**src/hw/kli_pkg.sv**
```systemverilog
// constants for the keypad level interrupt block
// Function
// flag of each line sets whenever its port line is at its active level
// any read of the flag register clears all flags
// enable bit zero leaves pin as plain I/O with no keypad request
// enable bit one lets that line's flag raise the keypad request
// level select zero makes a low level active
// level select one makes a high level active
// all eight line sources merge into one shared-vector request
// merged request is gated by the global keypad enable bit
// software writes to the flag register are ignored
// an active level on the port wakes the core from idle and power-down; the code raises keypad_wakeup only for lines whose enable bit is one
// a line active during the clearing read keeps its flag set
package kli_pkg;
  localparam int unsigned KLI_LINES = 8;
  localparam logic [7:0] KLI_ADDR_LEVEL_SELECT = 8'h9C;
  localparam logic [7:0] KLI_ADDR_LINE_ENABLE  = 8'h9D;
  localparam logic [7:0] KLI_ADDR_LINE_FLAGS   = 8'h9E;
  localparam logic [7:0] KLI_RST_LEVEL_SELECT  = 8'h00;
  localparam logic [7:0] KLI_RST_LINE_ENABLE   = 8'h00;
  localparam logic [7:0] KLI_RST_LINE_FLAGS    = 8'h00;
  localparam logic [7:0] KLI_RST_RDATA         = 8'h00;
endpackage

```
**src/hw/kli_line_detect.sv**
```systemverilog
// per-line active level detection and flag storage
`timescale 1ns/100ps
module kli_line_detect (
  // clock and reset
  input  wire logic       sys_clk,
  input  wire logic       rst_n,
  // line inputs
  input  wire logic       pin_level,
  input  wire logic       level_select,
  input  wire logic       clear_flag,
  // state
  output logic            active,
  output logic            flag
);
  import kli_pkg::*;

  wire logic hit;
  wire logic next_flag;

  // xnor picks the level: low when select is 0, high when 1
  assign hit       = ~(pin_level ^ level_select);
  // set wins over the read-clear
  assign next_flag = hit | (flag & ~clear_flag);

  always_ff @(posedge sys_clk or negedge rst_n) begin
    if (!rst_n) begin
      flag   <= 1'b0;
      active <= 1'b0;
    end else begin
      flag   <= next_flag;
      active <= hit;
    end
  end
endmodule

```
**src/hw/kli_top.sv**
```systemverilog
// keypad level interrupt block: registers, detection and request merge
`timescale 1ns/100ps
module kli_top (
  // clock and reset
  input  wire logic                          sys_clk,
  input  wire logic                          rst_n,
  // special function register port
  input  wire logic [7:0]                    sfr_addr,
  input  wire logic [7:0]                    sfr_wdata,
  input  wire logic                          sfr_wr,
  input  wire logic                          sfr_rd,
  output logic      [7:0]                    sfr_rdata,
  // keypad port and global enable
  input  wire logic [kli_pkg::KLI_LINES-1:0] keypad_port,
  input  wire logic                          keypad_global_irq_enable,
  // requests to the core
  output logic                               keypad_irq,
  output logic                               keypad_wakeup,
  output logic      [kli_pkg::KLI_LINES-1:0] keypad_line_is_key
);
  import kli_pkg::*;

  // one address compare, shared by the read mux and the write strobes
  function automatic logic kli_addr_hit(input logic [7:0] addr,
                                        input logic [7:0] reg_addr);
    return addr == reg_addr;
  endfunction

  // programmed registers, built bit by bit below
  wire logic [KLI_LINES-1:0] key_level_select;
  wire logic [KLI_LINES-1:0] key_line_enable;
  // per-line detection state from the line slices
  wire logic [KLI_LINES-1:0] key_line_flags;
  wire logic [KLI_LINES-1:0] line_active;

  // address decode and qualified strobes
  wire logic                 sel_level;
  wire logic                 sel_enable;
  wire logic                 sel_flags;
  wire logic                 sel_none;
  wire logic                 wr_level;
  wire logic                 wr_enable;
  wire logic                 flags_read;

  // read path
  wire logic [7:0]           rd_term_level;
  wire logic [7:0]           rd_term_enable;
  wire logic [7:0]           rd_term_flags;
  wire logic [7:0]           next_rdata;

  // request merge
  wire logic [KLI_LINES-1:0] flags_masked;
  wire logic [KLI_LINES-1:0] active_masked;
  wire logic                 any_flag_masked;
  wire logic                 any_active_masked;
  wire logic                 next_irq;
  wire logic                 next_wakeup;
  wire logic [KLI_LINES-1:0] next_line_is_key;

  assign sel_level  = kli_addr_hit(sfr_addr, KLI_ADDR_LEVEL_SELECT);
  assign sel_enable = kli_addr_hit(sfr_addr, KLI_ADDR_LINE_ENABLE);
  assign sel_flags  = kli_addr_hit(sfr_addr, KLI_ADDR_LINE_FLAGS);
  assign sel_none   = ~(sel_level | sel_enable | sel_flags);

  // no write strobe exists for the flag address, so flag writes cannot land
  assign wr_level   = sfr_wr & sel_level;
  assign wr_enable  = sfr_wr & sel_enable;
  assign flags_read = sfr_rd & sel_flags;

  assign rd_term_level  = sel_level  ? key_level_select : KLI_RST_RDATA;
  assign rd_term_enable = sel_enable ? key_line_enable  : KLI_RST_RDATA;
  assign rd_term_flags  = sel_flags  ? key_line_flags   : KLI_RST_RDATA;
  // unmapped addresses read as zero
  assign next_rdata     = sel_none ? KLI_RST_RDATA :
                          (rd_term_level | rd_term_enable | rd_term_flags);

  assign flags_masked      = key_line_flags & key_line_enable;
  assign any_flag_masked   = |flags_masked;
  assign next_irq          = keypad_global_irq_enable & any_flag_masked;
  // wake ignores the global enable: the core may sleep with it cleared
  assign active_masked     = line_active & key_line_enable;
  assign any_active_masked = |active_masked;
  assign next_wakeup       = any_active_masked;
  assign next_line_is_key  = key_line_enable;

  genvar b;
  generate
    for (b = 0; b < KLI_LINES; b++) begin : g_cfg
      logic level_bit;
      logic enable_bit;

      always_ff @(posedge sys_clk or negedge rst_n) begin
        if (!rst_n) begin
          level_bit <= KLI_RST_LEVEL_SELECT[b];
        end else if (wr_level) begin
          level_bit <= sfr_wdata[b];
        end
      end

      always_ff @(posedge sys_clk or negedge rst_n) begin
        if (!rst_n) begin
          enable_bit <= KLI_RST_LINE_ENABLE[b];
        end else if (wr_enable) begin
          enable_bit <= sfr_wdata[b];
        end
      end

      assign key_level_select[b] = level_bit;
      assign key_line_enable[b]  = enable_bit;
    end
  endgenerate

  genvar g;
  generate
    for (g = 0; g < KLI_LINES; g++) begin : g_line
      kli_line_detect u_det (
        .sys_clk      (sys_clk),
        .rst_n        (rst_n),
        .pin_level    (keypad_port[g]),
        .level_select (key_level_select[g]),
        .clear_flag   (flags_read),
        .active       (line_active[g]),
        .flag         (key_line_flags[g])
      );
    end
  endgenerate

  // read data shows the pre-clear flags, taken on the clearing edge
  always_ff @(posedge sys_clk or negedge rst_n) begin
    if (!rst_n) begin
      sfr_rdata <= KLI_RST_RDATA;
    end else begin
      sfr_rdata <= next_rdata;
    end
  end

  always_ff @(posedge sys_clk or negedge rst_n) begin
    if (!rst_n) begin
      keypad_irq <= 1'b0;
    end else begin
      keypad_irq <= next_irq;
    end
  end

  always_ff @(posedge sys_clk or negedge rst_n) begin
    if (!rst_n) begin
      keypad_wakeup <= 1'b0;
    end else begin
      keypad_wakeup <= next_wakeup;
    end
  end

  always_ff @(posedge sys_clk or negedge rst_n) begin
    if (!rst_n) begin
      keypad_line_is_key <= KLI_RST_LINE_ENABLE;
    end else begin
      keypad_line_is_key <= next_line_is_key;
    end
  end
endmodule

```
**config.mk**
```make
export PLATFORM = sky130hd
export DESIGN_NAME = kli_top
export DESIGN_NICKNAME = d
export VERILOG_FILES = /design/src/hw/kli_pkg.sv /design/src/hw/kli_line_detect.sv /design/src/hw/kli_top.sv
export SDC_FILE = /design/constraint.sdc
export NUM_CORES = 1
export LEC_CHECK = 0
export BUFFER_PORTS_ARGS = -buffer_cell sky130_fd_sc_hd__buf_2
export CORE_MARGIN = 4
export CORE_UTILIZATION = 33
export CTS_CLUSTER_DIAMETER = 40
export CTS_CLUSTER_SIZE = 12
export DETAILED_ROUTE_END_ITERATION = 10
export GPL_ROUTABILITY_DRIVEN = 0
export PLACE_DENSITY_LB_ADDON = 0.15
export SYNTH_ARGS = -nofsm -noshare
export SYNTH_HDL_FRONTEND = slang
export SYNTH_HIERARCHICAL = 1
export SYNTH_SLANG_ARGS = --single-unit
```
**constraint.sdc**
```tcl
create_clock -name sys_clk -period 0.9 [get_ports sys_clk]
set_clock_uncertainty 0.05 [all_clocks]
set_input_delay 0.09 -clock sys_clk [delete_from_list [all_inputs] [get_ports sys_clk]]
set_output_delay 0.09 -clock sys_clk [all_outputs]
set_load 0.02 [all_outputs]
```
# Word level (Yosys, flattened, before mapping)
# Cells that the tools add are included.
# op_classes
n_eq_ne	3
mux	4
n_bitwise	43
n_reduce_logical	2
# op_table
op	count
2-to-1 mux 8 bit	4
equality test 8 bit (second input constant)	3
bitwise AND 8 bit	2
OR 8 bit	2
OR reduction 8 bit	2
bitwise AND 1 bit	12
OR 1 bit	10
inverter 1 bit	9
XOR 1 bit	8
# word_totals
reg_bits	50
out_inout_bits	18
elab_cells	88

# Depth between registers and ports, before layout
# logic_depth
depth_word	5
depth_mapped	7
depth_no_buf	5

# Cells and area by module
# The synthesis kept the hierarchy.
# modules_own_cells
mod	instances	cells_per_inst	area_per_inst_um2	seq_area_each_um2
kli_top	1	106	1416.4	850.8
kli_line_detect	8	5	70.1	50.0

# Worst setup path before layout
# Ideal clock, no wire load.
# synth_timing
kind	input to register
from	input sfr_addr[6]
to	register g_line[0].u_det.flag
t_arrival_ns	1.371
required_time_ns	0.732
setup_slack_ns	-0.639
stages	6
path_buffers	1
path_cell_list	nand4b_2 or2_2 clkbuf_1 nor2_1 inv_1 a21o_1
# synth_between
elab_chain_cells	5
# synth_lines
element	line_no	text
start: declaration	kli_top.sv:8	input wire logic [7:0] sfr_addr,
equality test 8 bit	kli_top.sv:26	return addr == reg_addr;
bitwise AND 1 bit	kli_top.sv:68	assign flags_read = sfr_rd & sel_flags;
named net flags_read	kli_top.sv:43	wire logic flags_read;
inverter 1 bit	kli_line_detect.sv:23	assign next_flag = hit | (flag & ~clear_flag);
bitwise AND 1 bit	kli_line_detect.sv:23	
OR 1 bit	kli_line_detect.sv:23	
named net g_line[0].u_det.next_flag	kli_line_detect.sv:18	wire logic next_flag;
end signal: assignment	kli_line_detect.sv:30	flag <= next_flag;
end: declaration	kli_line_detect.sv:13	output logic flag
# The timed path passes the listed nets, and every way through them passes these cells.
# A chain may end at the register's enable or synchronous reset.

# Worst setup path in the final report
# layout_timing
from	input sfr_addr[1]
to	register g_cfg[7].enable_bit
# layout_between
elab_chain_cells	2
# layout_lines
element	line_no	text
equality test 8 bit	kli_top.sv:26	
bitwise AND 1 bit	kli_top.sv:67	assign wr_enable = sfr_wr & sel_enable;
end signal: assignment	kli_top.sv:102	enable_bit <= KLI_RST_LINE_ENABLE[b];
end signal: assignment	kli_top.sv:104	enable_bit <= sfr_wdata[b];
end: declaration	kli_top.sv:90	logic enable_bit;
# Every way passes these cells.

==> flow_summary_export.csv <==
group,metric,value,unit
status,status,"complete, but fails checks",
status,violations,"negative hold slack, negative setup slack",
synthesis,synth_top_family_by_area,"multiplexers",
critical_path,worstSetupStartpointType,"input port",
pwr,p_int,3.30,mW
floorplan,start_util,35.0,%
timing,period_minus_slack,1.04,ns
min_path,holdPathEnd,"g_line[2].u_det/active",
routing,drc,0,
min_path,holdCritStartpoint,"keypad_port[2]",
routing,dr_total_vias,1422,
clocking,cts_tree,"done",
finish,fillers,492,
synthesis,yosys-top-cells-area,"dfrtp_1, mux2_2, mux2i_1",
critical_path,cp_max_fo,8,
clocking,numCtsBuffers,5,
finish,area_delta_synth_final,56.5,%
timing,fin_crit_sh,116,%
floorplan,die_x,85.4,µm
timing,fin_ws,-0.144,ns
synthesis,netlist_area,1980,µm²
synthesis,ys_warn_count,6,
timing,maxSlewHeadroom,81.8,%
placed_design,dp_slack,-0.471,ns
floorplan,num_rows,27,
timing,final-hold-violation-count,6,
critical_path,cp.arrival,1.18,ns
clocking,ctsHoldBuffers,12,
critical_path,critical_path_required,1.03,ns
finish,fin_nets,266,
pwr,p_switching,1.02,mW
synthesis,synth_top_cell_by_area,"dfrtp_1",
global_routing,grt_pass1_wl,7870,µm
clocking,cts_sinks,50,
timing,tightest_slew,0.271,ns
pwr,switching_share,23.7,%
synthesis,synth_fa_ha_area_share,0,%
timing,hold_slack,-0.0407,ns
global_routing,overflow,0,
synthesis,synth-compound-area-share,8.54,%
min_path,hp-class,"in2reg",
pwr,pwr-share-seq,55.8,%
global_routing,grt_pass1_vias,1593,
finish,multi_input_area,882,µm²
global_routing,gr-usage-all-layers,13.8,%
placed_design,place_inst,289,
floorplan,die_h,85.4,µm
critical_path,r2r_end,"sfr_rdata[4]",
routing,ant_nets,0,
synthesis,netlist_instances,146,
synthesis,synthMuxAreaShare,13.2,%
placed_design,portBuffers,46,
synthesis,synth_top_area_share,63.3,%
pwr,power_frac_comb,14.7,%
critical_path,worstSetupEndpointType,"flip-flop",
synthesis,syn_area_per_cell,13.5,µm²
finish,seqCellArea,1250,µm²
finish,layout-drive-gt1-share,54.2,%
pwr,power_density,1400,nW/µm²
synthesis,synth_fp_nets,175,
pwr,clkPwrFrac,29.5,%
routing,met3_length,307,µm
floorplan,core-area,5640,µm²
synthesis,ys_seq_area_share,63.3,%
timing,fmax,0.958,GHz
floorplan,dieArea,7290,µm²
synthesis,synth_xor_area_share,3.54,%
critical_path,r2r_setup_slack,-0.11,ns
clocking,clock_latency,0.29,ns
clocking,path_clk_slew,0.08,ns
critical_path,crit_type,"in2reg",
routing,first_pass_iters,4,
clocking,clockBufferDepth,2,
routing,wl_per_cell,15.8,µm
synthesis,ys_seq_elements,50,
floorplan,io_pins,47,
critical_path,reg2regPathDepth,3,
synthesis,yosys.area_share.simple,8.92,%
routing,drt-total-wl,4860,µm
timing,slew_viol_final,0,
placed_design,dp_hpwl,3390,µm
routing,drtIter0Drc,103,
routing,wl_met2,2420,µm
clocking,h-tree-depth,2,
run,drv_cap,0,
routing,viasPerCell,4.62,
timing,setup_viol,52,
clocking,root_buffer,"clkbuf_8",
pwr,leakage,1.42,nW
finish,antenna_cells,0,
pwr,vdd_ir_drop_max,0.832,mV
timing,rsz0062_at_grt,"true",
critical_path,r2r_start,"g_cfg[4].enable_bit",
routing,top_layer,"met4",
global_routing,grt_max_degree,51,
min_path,hold_depth,2,
routing,wl_met1,2110,µm
synthesis,synth_cell_types,20,
global_routing,antenna_found_initial,0,
finish,layout.cells.non_filler,308,
[cell families (layout without fill, tap and decap cells)]
group | after synthesis | in the layout
compound gates | 25 | 25
xor+xnor | 8 | 8
buf+inv | 13 | 103
flops | 50 | 50
mux | 24 | 24
simple gates | 26 | 26
[repair_timing]
item                                   in CTS  in global routing
endpoints found under the hold margin      75                  6
setup buffers                               1                  0
pin swaps                                  11                 18
resized for setup                          65                 12
setup endpoints to repair                  53                 54
cloned                                      0                  0
[critical path, stage by stage]
cell      delay, ns
buf_8          0.11
nand2b_4       0.15
nor4_4         0.33
buf_12         0.19
mux2_4         0.30
[flip-flops by register name, indices dropped and copies added, names as in the netlist]
| name | flops |
|---|---|
| keypad_irq | 1 |
| sfr_rdata | 8 |
| g_cfg.level_bit | 8 |
| g_cfg.enable_bit | 8 |
| keypad_line_is_key | 8 |
| keypad_wakeup | 1 |
| g_line.u_det/flag | 8 |
| g_line.u_det/active | 8 |
[power by group through the flow]
| stage | Clock, mW | Sequential, mW | Combinational [mW] |
|---|---|---|---|
| CTS | 1.31 | 2.41 | 0.618 |
| floorplan | 0 | 2.48 | 0.186 |
| finish | 1.27 | 2.41 | 0.636 |
| global placement | 0 | 2.44 | 0.480 |
| global route | 1.39 | 2.43 | 0.688 |
| detailed placement | 0 | 2.45 | 0.485 |
[worst max path at each step]
stage                startpoint                  end  cells past startpoint
detailed placement  sfr_addr[1]  g_cfg[7].enable_bit                      5
CTS                 sfr_addr[6]   g_cfg[4].level_bit                      5
global placement    sfr_addr[1]  g_cfg[7].enable_bit                      5
finish              sfr_addr[1]  g_cfg[7].enable_bit                      5
global route        sfr_addr[1]  g_cfg[6].enable_bit                      5
floorplan           sfr_addr[5]   g_cfg[0].level_bit                      3
[layout by cell type (no fill, tap or decap), types with 8 or more instances in the layout]
cell type | netlist | final
buf_4 | 0 | 24
or2_4 | 0 | 9
dfrtp_1 | 50 | 49
mux2_4 | 0 | 16
dlygate4sd3_1 | 0 | 12
buf_6 | 0 | 22
nand2_1 | 9 | 9
mux2i_1 | 8 | 8
a21oi_2 | 0 | 8
inv_1 | 10 | 9
a21o_1 | 8 | 8
buf_2 | 1 | 25
[layout make-up]
type / instances / area share (%)
Inverter: 10 / 1.21
Timing Repair Buffer: 87 / 24.2
Clock buffer: 6 / 2.67
Tap cell: 72 / 2.91
Sequential cell: 50 / 40.5
Multi-Input combinational cell: 83 / 28.5
[synth_stat cells]
master    number
dfrtp_1       50
mux2_2        13
a21o_1         8
inv_1         10
mux2_1         3
nand2b_1       2
buf_2          1
a21oi_1        8
nand2_1        9
or2_2          9
nand4b_2       1
nor4_4         2
mux2i_1        8
nand4_1        1
xnor2_1        8
a41oi_1        1
nor2_1         1
nor2b_1        1
clkbuf_1       2
a22oi_1        8
[per-stage QoR]
stage               TNS, ns  util, %  hold slack (ns)  instance area [µm²]  total power, mW
finish                -4.22     54.8          -0.0407                 3090             4.32
floorplan             -9.48        -           -0.256                 2060             2.66
global placement     -12.25     46.0           0.0462                 2600             2.92
CTS                   -4.71     53.8          -0.0494                 3040             4.34
global route          -6.03     54.8          -0.0366                 3090             4.50
detailed placement   -12.72     46.0           0.0453                 2600             2.93
[per-layer routing]
| metal | vias up | global-route usage [%] |
|---|---|---|
| met2 | 39 | 23.0 |
| met5 | - | 0 |
| met1 | 705 | 17.9 |
| met3 | 3 | 3.98 |
| met4 | 0 | 3.02 |
| li1 | 675 | - |
No activity file was read; power rests on OpenSTA's default activity.
